### src/core/crs_regs.svh
// Purpose: offsets, field positions, opcodes and reset values for call_return_stack_ops
// Assumes: included by bare name after the package
// Notes: definitions only
`ifndef CRS_REGS_SVH
`define CRS_REGS_SVH

// ==========================================================
// pc and stack
`define CRS_PC_WIDTH 21
`define CRS_PC_STEP 21'h000002
`define CRS_RESET_PC 21'h000000
`define CRS_STACK_DEPTH 31
`define CRS_RESET_BYTE 8'h00

// ==========================================================
// opcodes
`define CRS_OP_PUSH 16'h0005
`define CRS_OP_RESET 16'h00FF
`define CRS_OP_RET_INT 15'h0008
`define CRS_OP_RET_LIT 8'h0C
`define CRS_OP_REL_CALL 5'h1B

// ==========================================================
// context entry indices
`define CRS_CTX_ENTRIES 13
`define CRS_CTX_WORK 0
`define CRS_CTX_STATUS 1
`define CRS_CTX_BANK 2
`define CRS_CTX_P0H 3
`define CRS_CTX_P0L 4
`define CRS_CTX_P1H 5
`define CRS_CTX_P1L 6
`define CRS_CTX_P2H 7
`define CRS_CTX_P2L 8
`define CRS_CTX_PROD_HI 9
`define CRS_CTX_PROD_LO 10
`define CRS_CTX_PC_HI 11
`define CRS_CTX_PC_UP 12

// ==========================================================
// avalon register byte offsets and fields
`define CRS_REG_CTRL 4'h0
`define CRS_REG_STATUS 4'h4
`define CRS_REG_PC 4'h8
`define CRS_REG_CONTEXT 4'hC
`define CRS_CTRL_HOLD 0
`define CRS_ST_LEVEL_LSB 0
`define CRS_ST_EXEC_LSB 8
`define CRS_ST_IRQ_LOW_EN 16
`define CRS_ST_IRQ_HIGH_EN 17
`define CRS_ST_DISCARD 18
`endif

### src/core/crs_pkg.sv
// Purpose: types shared by the call/return execution block
// Assumes: nothing
// Notes: constants live in crs_regs.svh
package crs_pkg;
   // execution state field encoding
   typedef enum logic [1:0] {
      EXEC_MAIN = 2'h0,
      EXEC_LOW = 2'h1,
      EXEC_HIGH = 2'h2,
      EXEC_HIGH_OVER_LOW = 2'h3
   } exec_state_t;

   typedef enum logic [2:0] {
      OP_OTHER,
      OP_PUSH,
      OP_REL_CALL,
      OP_RESET,
      OP_RET_INT,
      OP_RET_LIT
   } op_kind_t;
endpackage

### src/core/return_stack.sv
// Purpose: hardware return stack with a registered top entry
// Assumes: push and pop never asserted together
// Notes: push at full depth and pop when empty are ignored
`timescale 1ns/100ps
`default_nettype none
module return_stack #(
   parameter int DEPTH = 31,
   parameter int AW = 21
) (
   input wire logic sys_clk,
   input wire logic reset_n,
   input wire logic clk_en,
   input wire logic clear,
   input wire logic push,
   input wire logic pop,
   input wire logic [AW-1:0] push_data,
   output logic [AW-1:0] top_q,
   output logic [4:0] level_q
);
   // deeper entries only; the top sits in its own flop so pops need no read latency
   logic [AW-1:0] mem_q [0:DEPTH-2];

   always_ff @(posedge sys_clk or negedge reset_n) begin
      if (!reset_n) begin
         top_q <= '0;
         level_q <= 5'h00;
         for (int i = 0; i < DEPTH - 1; i++) begin
            mem_q[i] <= '0;
         end
      end else if (clk_en) begin
         if (clear) begin
            top_q <= '0;
            level_q <= 5'h00;
         end else if (push && level_q != 5'(DEPTH)) begin
            if (level_q != 5'h00) begin
               mem_q[level_q - 5'h01] <= top_q;
            end
            top_q <= push_data;
            level_q <= level_q + 5'h01;
         end else if (pop && level_q != 5'h00) begin
            top_q <= (level_q >= 5'h02) ? mem_q[level_q - 5'h02] : '0;
            level_q <= level_q - 5'h01;
         end
      end
   end
endmodule
`default_nettype wire

### src/core/call_return_stack_ops.sv
// Purpose: executes push, relative call, software reset, interrupt return and literal return
// Assumes: instr_word is the word at pc_q; irq inputs come from same-clock logic
// Notes: registers reached over avalon-mm with one wait cycle
`timescale 1ns/100ps
`default_nettype none
`include "crs_regs.svh"

// What this block does
// RULE1: push writes pc plus 2 as the new stack top, pushing the old top down, with no flag change.
// RULE2: relative call takes a signed 11-bit word offset from -1024 to 1023.
// RULE3: relative call pushes pc plus 2 first and then adds twice the offset.
// RULE4: the call target is the call address plus 2 plus twice the signed offset.
// RULE5: the reset instruction returns every register and flag to its master-clear value.
// RULE6: interrupt return pops the stack and loads the popped top into the pc.
// RULE7: with select 1 interrupt return copies the shadow set into all thirteen context registers.
// RULE8: with select 0 interrupt return touches no register from the shadow copies.
// RULE9: interrupt return sets the high or low global enable in the same cycle as the pc pop.
// RULE10: two shadow sets, main and low, exist and the one matching the state returned to is restored (low only from high-over-low).
// RULE11: interrupt return updates only the two-bit execution state field and one global enable among status flags.
// RULE12: literal return loads its 8-bit operand into the working register.
// RULE13: literal return pops the stack into the pc and changes no status flag.
// RULE14: literal return leaves the upper and high pc latches unchanged.
// RULE15: literal return is decoded from a top byte of 0000 1100 with the literal below.
// RULE16: every two-cycle transfer discards the prefetched word and runs a no-op cycle.
module call_return_stack_ops #(
   parameter int STACK_DEPTH = `CRS_STACK_DEPTH
) (
   input wire logic sys_clk,
   input wire logic reset_n,
   input wire logic clk_en,
   input wire logic instr_valid,
   input wire logic [15:0] instr_word,
   input wire logic irq_enter,
   input wire logic irq_high,
   input wire logic [20:0] irq_vector,
   input wire logic [3:0] avs_address,
   input wire logic avs_read,
   input wire logic avs_write,
   input wire logic [31:0] avs_writedata,
   output logic [31:0] avs_readdata_q,
   output logic avs_waitrequest_q,
   output logic [20:0] pc_q,
   output logic fetch_discard_q,
   output logic soft_reset_q,
   output logic [20:0] stack_top_entry,
   output logic [4:0] stack_level,
   output logic global_irq_enable_high_q,
   output logic global_irq_enable_low_q,
   output crs_pkg::exec_state_t exec_state_q,
   output logic [7:0] working_register,
   output logic [7:0] status_reg,
   output logic [7:0] bank_select_reg,
   output logic [7:0] pointer0_high,
   output logic [7:0] pointer0_low,
   output logic [7:0] pointer1_high,
   output logic [7:0] pointer1_low,
   output logic [7:0] pointer2_high,
   output logic [7:0] pointer2_low,
   output logic [7:0] product_high,
   output logic [7:0] product_low,
   output logic [7:0] pc_high_latch,
   output logic [7:0] pc_upper_latch
);
   // ==========================================================
   // decode
   crs_pkg::op_kind_t op;
   logic hold_q;
   logic go;
   logic irq_ok;
   logic irq_take;
   logic exec;
   logic soft_rst;
   logic xfer;
   logic restore_sel;
   logic use_low_set;
   logic [20:0] pc_next_seq;
   logic [20:0] call_offset;
   logic [7:0] ctx_q [0:`CRS_CTX_ENTRIES-1];
   logic [7:0] shadow_main_q [0:`CRS_CTX_ENTRIES-1];
   logic [7:0] shadow_low_q [0:`CRS_CTX_ENTRIES-1];

   always_comb begin
      op = crs_pkg::OP_OTHER;
      if (instr_word == `CRS_OP_PUSH) begin
         op = crs_pkg::OP_PUSH;
      end else if (instr_word == `CRS_OP_RESET) begin
         op = crs_pkg::OP_RESET;
      end else if (instr_word[15:1] == `CRS_OP_RET_INT) begin
         op = crs_pkg::OP_RET_INT;
      end else if (instr_word[15:8] == `CRS_OP_RET_LIT) begin // [RULE15]
         op = crs_pkg::OP_RET_LIT;
      end else if (instr_word[15:11] == `CRS_OP_REL_CALL) begin
         op = crs_pkg::OP_REL_CALL;
      end
   end

   // high may preempt main or low; low may only preempt main
   always_comb begin
      irq_ok = 1'b0;
      unique case (exec_state_q)
         crs_pkg::EXEC_MAIN: irq_ok = 1'b1;
         crs_pkg::EXEC_LOW: irq_ok = irq_high;
         crs_pkg::EXEC_HIGH, crs_pkg::EXEC_HIGH_OVER_LOW: irq_ok = 1'b0;
      endcase
   end

   assign go = clk_en && !hold_q;
   assign irq_take = go && irq_enter && irq_ok;
   // the word behind a transfer is dropped rather than executed
   assign exec = go && !irq_take && instr_valid && !fetch_discard_q; // [RULE16]
   assign soft_rst = exec && op == crs_pkg::OP_RESET;
   assign xfer = op == crs_pkg::OP_REL_CALL || op == crs_pkg::OP_RET_INT ||
      op == crs_pkg::OP_RET_LIT;
   assign restore_sel = instr_word[0];
   assign use_low_set = exec_state_q == crs_pkg::EXEC_HIGH_OVER_LOW; // [RULE10]
   assign pc_next_seq = pc_q + `CRS_PC_STEP;
   // 11-bit signed word offset scaled to bytes
   assign call_offset = {{9{instr_word[10]}}, instr_word[10:0], 1'b0}; // [RULE2]

   // ==========================================================
   // return stack
   logic stk_push;
   logic stk_pop;
   logic [20:0] stk_data;

   assign stk_push = irq_take ||
      (exec && (op == crs_pkg::OP_PUSH || op == crs_pkg::OP_REL_CALL));
   assign stk_pop = exec && (op == crs_pkg::OP_RET_INT || op == crs_pkg::OP_RET_LIT); // [RULE6] [RULE13]
   // an interrupt returns to the word it displaced, not the one after
   assign stk_data = irq_take ? pc_q : pc_next_seq; // [RULE1] [RULE3]

   return_stack #(
      .DEPTH(STACK_DEPTH),
      .AW(`CRS_PC_WIDTH)
   ) u_stack (
      .sys_clk(sys_clk),
      .reset_n(reset_n),
      .clk_en(go),
      .clear(soft_rst),
      .push(stk_push),
      .pop(stk_pop),
      .push_data(stk_data),
      .top_q(stack_top_entry),
      .level_q(stack_level)
   );

   // ==========================================================
   // program counter and fetch control
   always_ff @(posedge sys_clk or negedge reset_n) begin
      if (!reset_n) begin
         pc_q <= `CRS_RESET_PC;
      end else if (go) begin
         if (soft_rst) begin
            pc_q <= `CRS_RESET_PC; // [RULE5]
         end else if (irq_take) begin
            pc_q <= irq_vector;
         end else if (exec) begin
            unique case (op)
               crs_pkg::OP_REL_CALL: pc_q <= pc_next_seq + call_offset; // [RULE3] [RULE4]
               crs_pkg::OP_RET_INT, crs_pkg::OP_RET_LIT: pc_q <= stack_top_entry; // [RULE6] [RULE13]
               crs_pkg::OP_PUSH, crs_pkg::OP_OTHER, crs_pkg::OP_RESET: pc_q <= pc_next_seq;
            endcase
         end
      end
   end

   always_ff @(posedge sys_clk or negedge reset_n) begin
      if (!reset_n) begin
         fetch_discard_q <= 1'b0;
         soft_reset_q <= 1'b0;
      end else if (clk_en) begin
         soft_reset_q <= soft_rst;
         if (go) begin
            fetch_discard_q <= !soft_rst && (irq_take || (exec && xfer)); // [RULE16]
         end
      end
   end

   // ==========================================================
   // execution state and global enables
   always_ff @(posedge sys_clk or negedge reset_n) begin
      if (!reset_n) begin
         exec_state_q <= crs_pkg::EXEC_MAIN;
         global_irq_enable_high_q <= 1'b0;
         global_irq_enable_low_q <= 1'b0;
      end else if (go) begin
         if (soft_rst) begin
            exec_state_q <= crs_pkg::EXEC_MAIN;
            global_irq_enable_high_q <= 1'b0;
            global_irq_enable_low_q <= 1'b0;
         end else if (irq_take) begin
            if (irq_high) begin
               global_irq_enable_high_q <= 1'b0;
               exec_state_q <= (exec_state_q == crs_pkg::EXEC_LOW) ?
                  crs_pkg::EXEC_HIGH_OVER_LOW : crs_pkg::EXEC_HIGH;
            end else begin
               global_irq_enable_low_q <= 1'b0;
               exec_state_q <= crs_pkg::EXEC_LOW;
            end
         end else if (exec && op == crs_pkg::OP_RET_INT) begin
            // only the state field and one global enable move; other flags stay
            unique case (exec_state_q) // [RULE11]
               crs_pkg::EXEC_HIGH_OVER_LOW: exec_state_q <= crs_pkg::EXEC_LOW;
               crs_pkg::EXEC_MAIN, crs_pkg::EXEC_LOW, crs_pkg::EXEC_HIGH:
                  exec_state_q <= crs_pkg::EXEC_MAIN;
            endcase
            if (exec_state_q == crs_pkg::EXEC_LOW) begin
               global_irq_enable_low_q <= 1'b1; // [RULE9]
            end else begin
               global_irq_enable_high_q <= 1'b1; // [RULE9]
            end
         end
      end
   end

   // ==========================================================
   // context registers and their two shadow sets
   for (genvar i = 0; i < `CRS_CTX_ENTRIES; i++) begin : g_ctx
      always_ff @(posedge sys_clk or negedge reset_n) begin
         if (!reset_n) begin
            ctx_q[i] <= `CRS_RESET_BYTE;
            shadow_main_q[i] <= `CRS_RESET_BYTE;
            shadow_low_q[i] <= `CRS_RESET_BYTE;
         end else if (go) begin
            if (soft_rst) begin
               ctx_q[i] <= `CRS_RESET_BYTE;
               shadow_main_q[i] <= `CRS_RESET_BYTE;
               shadow_low_q[i] <= `CRS_RESET_BYTE;
            end else if (irq_take) begin
               if (exec_state_q == crs_pkg::EXEC_LOW) begin
                  shadow_low_q[i] <= ctx_q[i];
               end else begin
                  shadow_main_q[i] <= ctx_q[i];
               end
            end else if (exec && op == crs_pkg::OP_RET_INT && restore_sel) begin
               ctx_q[i] <= use_low_set ? shadow_low_q[i] : shadow_main_q[i]; // [RULE7] [RULE8]
            end else if (exec && op == crs_pkg::OP_RET_LIT && i == `CRS_CTX_WORK) begin
               // latches fall outside this branch and keep their value
               ctx_q[i] <= instr_word[7:0]; // [RULE12] [RULE14]
            end
         end
      end
   end

   assign working_register = ctx_q[`CRS_CTX_WORK];
   assign status_reg = ctx_q[`CRS_CTX_STATUS];
   assign bank_select_reg = ctx_q[`CRS_CTX_BANK];
   assign pointer0_high = ctx_q[`CRS_CTX_P0H];
   assign pointer0_low = ctx_q[`CRS_CTX_P0L];
   assign pointer1_high = ctx_q[`CRS_CTX_P1H];
   assign pointer1_low = ctx_q[`CRS_CTX_P1L];
   assign pointer2_high = ctx_q[`CRS_CTX_P2H];
   assign pointer2_low = ctx_q[`CRS_CTX_P2L];
   assign product_high = ctx_q[`CRS_CTX_PROD_HI];
   assign product_low = ctx_q[`CRS_CTX_PROD_LO];
   assign pc_high_latch = ctx_q[`CRS_CTX_PC_HI];
   assign pc_upper_latch = ctx_q[`CRS_CTX_PC_UP];

   // ==========================================================
   // avalon-mm slave
   logic [31:0] rd_d;
   logic bus_req;
   logic bus_done;

   assign bus_req = avs_read || avs_write;
   assign bus_done = bus_req && !avs_waitrequest_q;

   always_comb begin
      rd_d = 32'h00000000;
      unique case (avs_address)
         `CRS_REG_CTRL: rd_d[`CRS_CTRL_HOLD] = hold_q;
         `CRS_REG_STATUS: begin
            rd_d[`CRS_ST_LEVEL_LSB +: 5] = stack_level;
            rd_d[`CRS_ST_EXEC_LSB +: 2] = exec_state_q;
            rd_d[`CRS_ST_IRQ_LOW_EN] = global_irq_enable_low_q;
            rd_d[`CRS_ST_IRQ_HIGH_EN] = global_irq_enable_high_q;
            rd_d[`CRS_ST_DISCARD] = fetch_discard_q;
         end
         `CRS_REG_PC: rd_d[20:0] = pc_q;
         `CRS_REG_CONTEXT: rd_d = {8'h00, status_reg, bank_select_reg, working_register};
         default: rd_d = 32'h00000000;
      endcase
   end

   // one wait cycle; read data are captured while waitrequest is still high
   always_ff @(posedge sys_clk or negedge reset_n) begin
      if (!reset_n) begin
         avs_waitrequest_q <= 1'b1;
         avs_readdata_q <= 32'h00000000;
      end else if (clk_en) begin
         avs_waitrequest_q <= !(bus_req && avs_waitrequest_q);
         if (avs_read && avs_waitrequest_q) begin
            avs_readdata_q <= rd_d;
         end
      end
   end

   always_ff @(posedge sys_clk or negedge reset_n) begin
      if (!reset_n) begin
         hold_q <= 1'b0;
      end else if (clk_en) begin
         if (soft_rst) begin
            hold_q <= 1'b0;
         end else if (bus_done && avs_write && avs_address == `CRS_REG_CTRL) begin
            hold_q <= avs_writedata[`CRS_CTRL_HOLD];
         end
      end
   end
endmodule
`default_nettype wire

### config.mk
export PLATFORM = sky130hd
export DESIGN_NAME = call_return_stack_ops
export DESIGN_NICKNAME = d
export VERILOG_FILES = /design/src/core/crs_pkg.sv /design/src/core/return_stack.sv /design/src/core/call_return_stack_ops.sv
export VERILOG_INCLUDE_DIRS = /design/src /design/src/core
export SDC_FILE = /design/constraint.sdc
export NUM_CORES = 2
export LEC_CHECK = 0
export BUFFER_PORTS_ARGS = -buffer_cell sky130_fd_sc_hd__buf_2
export CAP_MARGIN = 20
export CORE_MARGIN = 3
export CORE_UTILIZATION = 45
export CTS_CLUSTER_SIZE = 30
export DETAILED_ROUTE_END_ITERATION = 8
export REMOVE_ABC_BUFFERS = 1
export SLEW_MARGIN = 20
export SYNTH_ARGS = -nofsm -noshare
export SYNTH_HDL_FRONTEND = slang
export SYNTH_SLANG_ARGS = --single-unit
### constraint.sdc
create_clock -name sys_clk -period 10.9 [get_ports sys_clk]
set_clock_uncertainty 0.15 [all_clocks]
set_input_delay 0.545 -clock sys_clk [delete_from_list [all_inputs] [get_ports sys_clk]]
set_output_delay 0.545 -clock sys_clk [all_outputs]
set_load 0.05 [all_outputs]
### Yosys cells after proc, flatten, opt, wreduce, memory -nomap -nowiden

Index checks and enable logic that the tools add are counted.

* add/sub/neg operators: 5
* magnitude comparators: 4
* equality and inequality tests: 22
* mux-type cells: 181
* bitwise logic cells: 3
* reductions and logical operators: 65

Operators with widths (count)
* $mux 8: 131
* $bwmux 630: 1
* $mux 21: 11
* $bmux 21 s5: 1
* $demux 21 s5: 1
* $pmux 21 s3: 1
* $logic_and 1x1->1: 22
* $add 21x2->21 const B: 1
* $add 21x21->21: 1
* $eq 16x3->1 const B: 1
* $eq 16x8->1 const B: 1
* $eq 15x4->1 const B: 1
* $mux 3: 5
* $mux 5: 3
* $reduce_bool 3->1: 5
* $mux 1: 13
* $ge 6x6->1 const B: 2
* $not 5->6: 2
* $pmux 4 s3: 1
* $pmux 6 s2: 1
* $reduce_and 2->1: 6
* $reduce_and 3->1: 4
* $reduce_and 4->1: 3
* $mux 2: 5
* 35 further kinds: 57

* bits in registers: 1029
* word-level logic and storage cells: 360

### Longest topological paths before layout

* depth in word-level cells: 13
* mapped depth: 17
* mapped depth without buffers: 13

### Hierarchy

A second synthesis with hierarchy kept.

* cell total of the unflattened synthesis: 3559
* area, all modules: 47785.8 sq um

Modules (own cells, without submodules)
* return_stack: instances 1, cells each 1997, area each 30431.7 sq um
* call_return_stack_ops: instances 1, cells each 1562, area each 17354.1 sq um

### Worst setup path before layout

No wires, ideal clock.

* path type: register -> register
* from: reg u_stack.level_q[0]
* to: reg u_stack.mem_q[359] in the netlist's numbering
* setup time: 128 ps
* data arrival time: 4110 ps
* data required time: 10622 ps
* setup slack: 6512 ps
* cell stages (with the launch flop): 16
* path through: dfrtp_1 > buf_2 > buf_2 > buf_4 > buf_4 > buf_2 > buf_2 > inv_1 > ha_1 > nor3b_1 > nand2b_1 > clkbuf_1 > buf_1 > nand4_1 > buf_2 > mux2_1

* longest elaborated chain between the ends: 7
* elaborated cells between the ends (all ways): 12
* classes of those cells: add/sub (1); order compare (2); eq/ne (1); mux (3); bitwise (1); reduce/logical (4)

RTL lines
* from (decl): line return_stack.sv:18 `output logic [4:0] level_q`
* from (signal assigned): line return_stack.sv:39 `level_q <= level_q + 5'h01;`
* from (signal assigned): line return_stack.sv:42 `level_q <= level_q - 5'h01;`
* $sub 5x1->5: line return_stack.sv:36 `mem_q[level_q - 5'h01] <= top_q;`
* $not 5->6 (implied by the code): line return_stack.sv:36
* $ge 6x6->1 (implied by the code) / $lt 6x1->1 (equally long branches): line return_stack.sv:36
* $logic_and 1x1->1 (implied by the code): line return_stack.sv:36
* $mux 21 (implied by the code): line return_stack.sv:36
* $demux 21 s5: line return_stack.sv:36
* $bwmux 630: line return_stack.sv:36
* to (signal, indexed assignment): line return_stack.sv:36
* to (decl): line return_stack.sv:21 `logic [AW-1:0] mem_q [0:DEPTH-2];`

Parallel ways exist; a longest one is shown, timed or not.
A chain may end at the register's enable or synchronous reset.

### Worst setup path after layout

* from: reg u_stack.level_q[1]
* to: reg u_stack.top_q[15]

* longest elaborated chain between the ends: 9
* elaborated cells between the ends (all ways): 16
* classes of those cells: add/sub (1); order compare (1); eq/ne (1); mux (7); bitwise (1); reduce/logical (5)

RTL lines
* $sub 5x2->5: line return_stack.sv:41 `top_q <= (level_q >= 5'h02) ? mem_q[level_q - 5'h02] : '0;`
* $not 5->6 (implied by the code): line return_stack.sv:41
* $bmux 21 s5: line return_stack.sv:41
* $mux 21 (implied by the code) (2 in series): line return_stack.sv:41
* $mux 21: line return_stack.sv:41
* $mux 21: line return_stack.sv:40 `end else if (pop && level_q != 5'h00) begin`
* $mux 21: line return_stack.sv:34 `end else if (push && level_q != 5'(DEPTH)) begin`
* $mux 21: line return_stack.sv:31 `if (clear) begin`
* to (signal assigned): line return_stack.sv:38 `top_q <= push_data;`
* to (signal assigned): line return_stack.sv:41
* to (decl): line return_stack.sv:17 `output logic [AW-1:0] top_q,`

Parallel ways exist; a longest one is shown, timed or not. The select of a mux whose other input is x is not followed.

==> flow_metrics.env <==
export IMPL_start_util_pct=45.6
export IMPL_fp_dieW_um=331
export IMPL_cts_repair_resized=0
export IMPL_ys_async_sr_fraction_pct=100
export IMPL_min_path_type="in2reg"
export IMPL_peakVddDrop_uv=153
export IMPL_period_share_pct=45.7
export IMPL_crit_required_ns=11.28
export IMPL_max_stage_delay_ns=0.87
export IMPL_final_cell_mix="dfrtp_1, nand2_1, o21ai_0"
export IMPL_cp_max_fo=34
export IMPL_rsz0062_at_grt="no"
export IMPL_num_rows=118
export IMPL_combPwrFrac_pct=29.0
export IMPL_largest_reg_flops=630
export IMPL_drt_initial_drc_count=2674
export IMPL_top_regs="u_stack.mem_q: 630 flops, shadow_low_q: 104 flops, shadow_main_q: 104 flops"
export IMPL_port_buffers=231
export IMPL_postCtsHoldBufs=17
export IMPL_clk_pin_slew_ns=0.06
export IMPL_io_pin_count=271
export IMPL_synth_flop_cell="dfrtp_1"
export IMPL_routed_wl_um=129000
export IMPL_numCtsBuffers=108
export IMPL_viasPerCell=5.78
export IMPL_p_seq_share_pct=39.2
export IMPL_tightest_slew_ns=1.09
export IMPL_critPathLaunchType="register"
export IMPL_grt_pass1_vias=31900
export IMPL_cts_tree="built"
export IMPL_final_seq_area_um2=25600
export IMPL_outcome="complete, no violations"
export IMPL_final_common_cell="dfrtp_1"
export IMPL_nets=4200
export IMPL_area_growth_pct=13.1
export IMPL_path_cells="clkinv_1 > ha_2 > buf_4 > and2_1 > a221oi_1 > o21a_1 > a21oi_1 > o21ai_0 > o21ai_0 > o21ai_0"
export IMPL_placed_cells_incl_taps=5337
export IMPL_ys_seq_area_share_pct=53.7
export IMPL_internal_power_mw=7.76
export IMPL_clock_fmax_mhz=201
export IMPL_fin_crit_ns=4.98
export IMPL_fin_cells=5562
export IMPL_core_area_um2=104000
export IMPL_p_sw_share_pct=35.9
export IMPL_clk_latency_ns=0.69
export IMPL_power_switching_mw=4.35
export IMPL_p_leak_nw=25.4
export IMPL_path_common_cell="o21ai_0"
export IMPL_antenna_found_initial=2
export IMPL_drive_gt1_share_pct=24.0
export IMPL_synth_seq_cells=1021
export IMPL_slew_violations=0
export IMPL_top_register="u_stack.mem_q"
export IMPL_dieArea_um2=110000
export IMPL_setup_viol=0
export IMPL_pre_cts_ws_ns=5.90
export IMPL_clk_path_buf_depth=3
export IMPL_synth_edf_count=0
export IMPL_wl_per_cell_um=23.1
export IMPL_htreeDepth=3
export IMPL_syn_area_um2=47600
export IMPL_ant_nets=0
export IMPL_grt_overflow=0
export IMPL_arrival_ns=5.36
export IMPL_hold_viol_final=0
export IMPL_grt_max_degree=176
export IMPL_slowest_stage="ha_2"
export IMPL_synth_cell_types=72
export IMPL_power_per_cell_area_nw_per_um2=225
export IMPL_synthCells=3981
export IMPL_track_usage_pct=23.3
export IMPL_drc_errors=0
export IMPL_routabilityCongestion=0.894
export IMPL_relSlewSlack_pct=27.3
export IMPL_clock_sinks=1021
export IMPL_clockRootBuffer="clkbuf_16"
export IMPL_finalPower_mw=12.1
export IMPL_post_cts_buffers=0
export IMPL_p_clk_share_pct=31.8
export IMPL_yosysWarnings=0
export IMPL_n_fill_cell=9123
export IMPL_die_h_um=331
export IMPL_critical_path_class="reg2reg"
export IMPL_grt_pass1_wl_um=197000
export IMPL_avgSynthCellArea_um2=11.9
export IMPL_dp_hpwl_um=79100
export IMPL_firstDrtPassIters=5
export IMPL_via_count=32100
export IMPL_multiInputGateArea_um2=20500
export IMPL_fin_ws_ns=5.92
export IMPL_maxCapViolCount=0
export IMPL_critPathCaptureType="register"
==> metrics by stage <==
stage                     area (um^2)  util, %  hold WS, ns  TNS [ns]
after global routing            53800     51.6       0.0125         0
after detailed placement        49800     47.8        0.315         0
after CTS                       53800     51.6      0.00210         0
final                           53800     51.6       0.0333         0
after global placement          49800     47.8        0.306         0
after floorplan                 46100        -       0.0994   -281.16
==> path summary, 6_finish.rpt <==
check                                   start                 end  slack, ns  cells past startpoint
max in group asynchronous             reset_n  u_stack.mem_q[393]       7.77                      4
max reg2reg                u_stack.level_q[1]   u_stack.top_q[15]       5.92                     10
min                            irq_vector[16]            pc_q[16]       0.03                      2
min reg2reg                  shadow_main_q[1]    shadow_main_q[1]       0.33                      2
min in group asynchronous             reset_n     product_high[4]       0.39                      2
max                        u_stack.level_q[1]   u_stack.top_q[15]       5.92                     10
==> cell families after synthesis <==
family	Yosys count	share of synthesized area, %
flip-flops	1021	53.7
multiplexers	930	24.1
AND/OR/NAND/NOR	833	7.69
AO/OA/AOI/OAI	729	9.09
buffers and inverters	372	3.37
XOR/XNOR	61	1.12
adder cells (fa/ha/maj)	34	0.910
other	1	0.00788
==> cell type report <==
class | count | area share (%)
multi-input combinational | 2595 | 38.2
timing repair buffer | 341 | 3.91
clock buffer | 166 | 6.12
clock inverter | 38 | 0.947
tap | 1380 | 3.21
sequential | 1021 | 47.5
inverter | 18 | 0.126
antenna | 3 | 0.0140
==> power by group through the flow <==
stage,combinational (mW),clock (mW),sequential (mW)
finish,3.52,3.85,4.75
global route,3.77,4.10,4.80
CTS,3.52,3.94,4.74
detailed placement,3.51,0,4.81
global placement,3.48,0,4.79
floorplan,1.94,0,5.12
==> Yosys cell counts (22+ instances only) <==
master | instances | area share [%]
ha_1 | 33 | 0.87
xor2_1 | 25 | 0.46
a21oi_1 | 77 | 0.81
mux2_2 | 364 | 8.6
nand4_1 | 36 | 0.47
nor2_1 | 73 | 0.58
mux4_2 | 110 | 5.2
mux2_1 | 251 | 5.9
o21ai_0 | 431 | 4.5
clkbuf_1 | 217 | 1.7
dfrtp_1 | 1020 | 54
nand2_1 | 488 | 3.9
a22oi_1 | 55 | 0.87
a221oi_1 | 46 | 0.85
buf_4 | 26 | 0.41
nor3_1 | 46 | 0.48
mux2i_1 | 205 | 4.3
buf_2 | 89 | 0.94
buf_1 | 22 | 0.17
nand3_1 | 118 | 1.2
xnor2_1 | 36 | 0.66
==> per-layer routing <==
metal | GRT usage, % | part of all wire [%] | wire length [um]
met2 | 36.9 | 46 | 59200
met5 | 0 | 0 | 0
met4 | 7.44 | 2.8 | 3590
met3 | 3.51 | 6.2 | 7990
met1 | 33.1 | 45 | 57800
==> worst max-delay path: cells and delay by family (launching register included) <==
kind,cells,cell delay (ns)
buf+inv,2,1.11
flops,1,0.64
compound gates,6,1.20
fa+ha+maj,1,0.87
simple gates,1,0.81
Note: power is estimated with default switching activity, not from simulation.
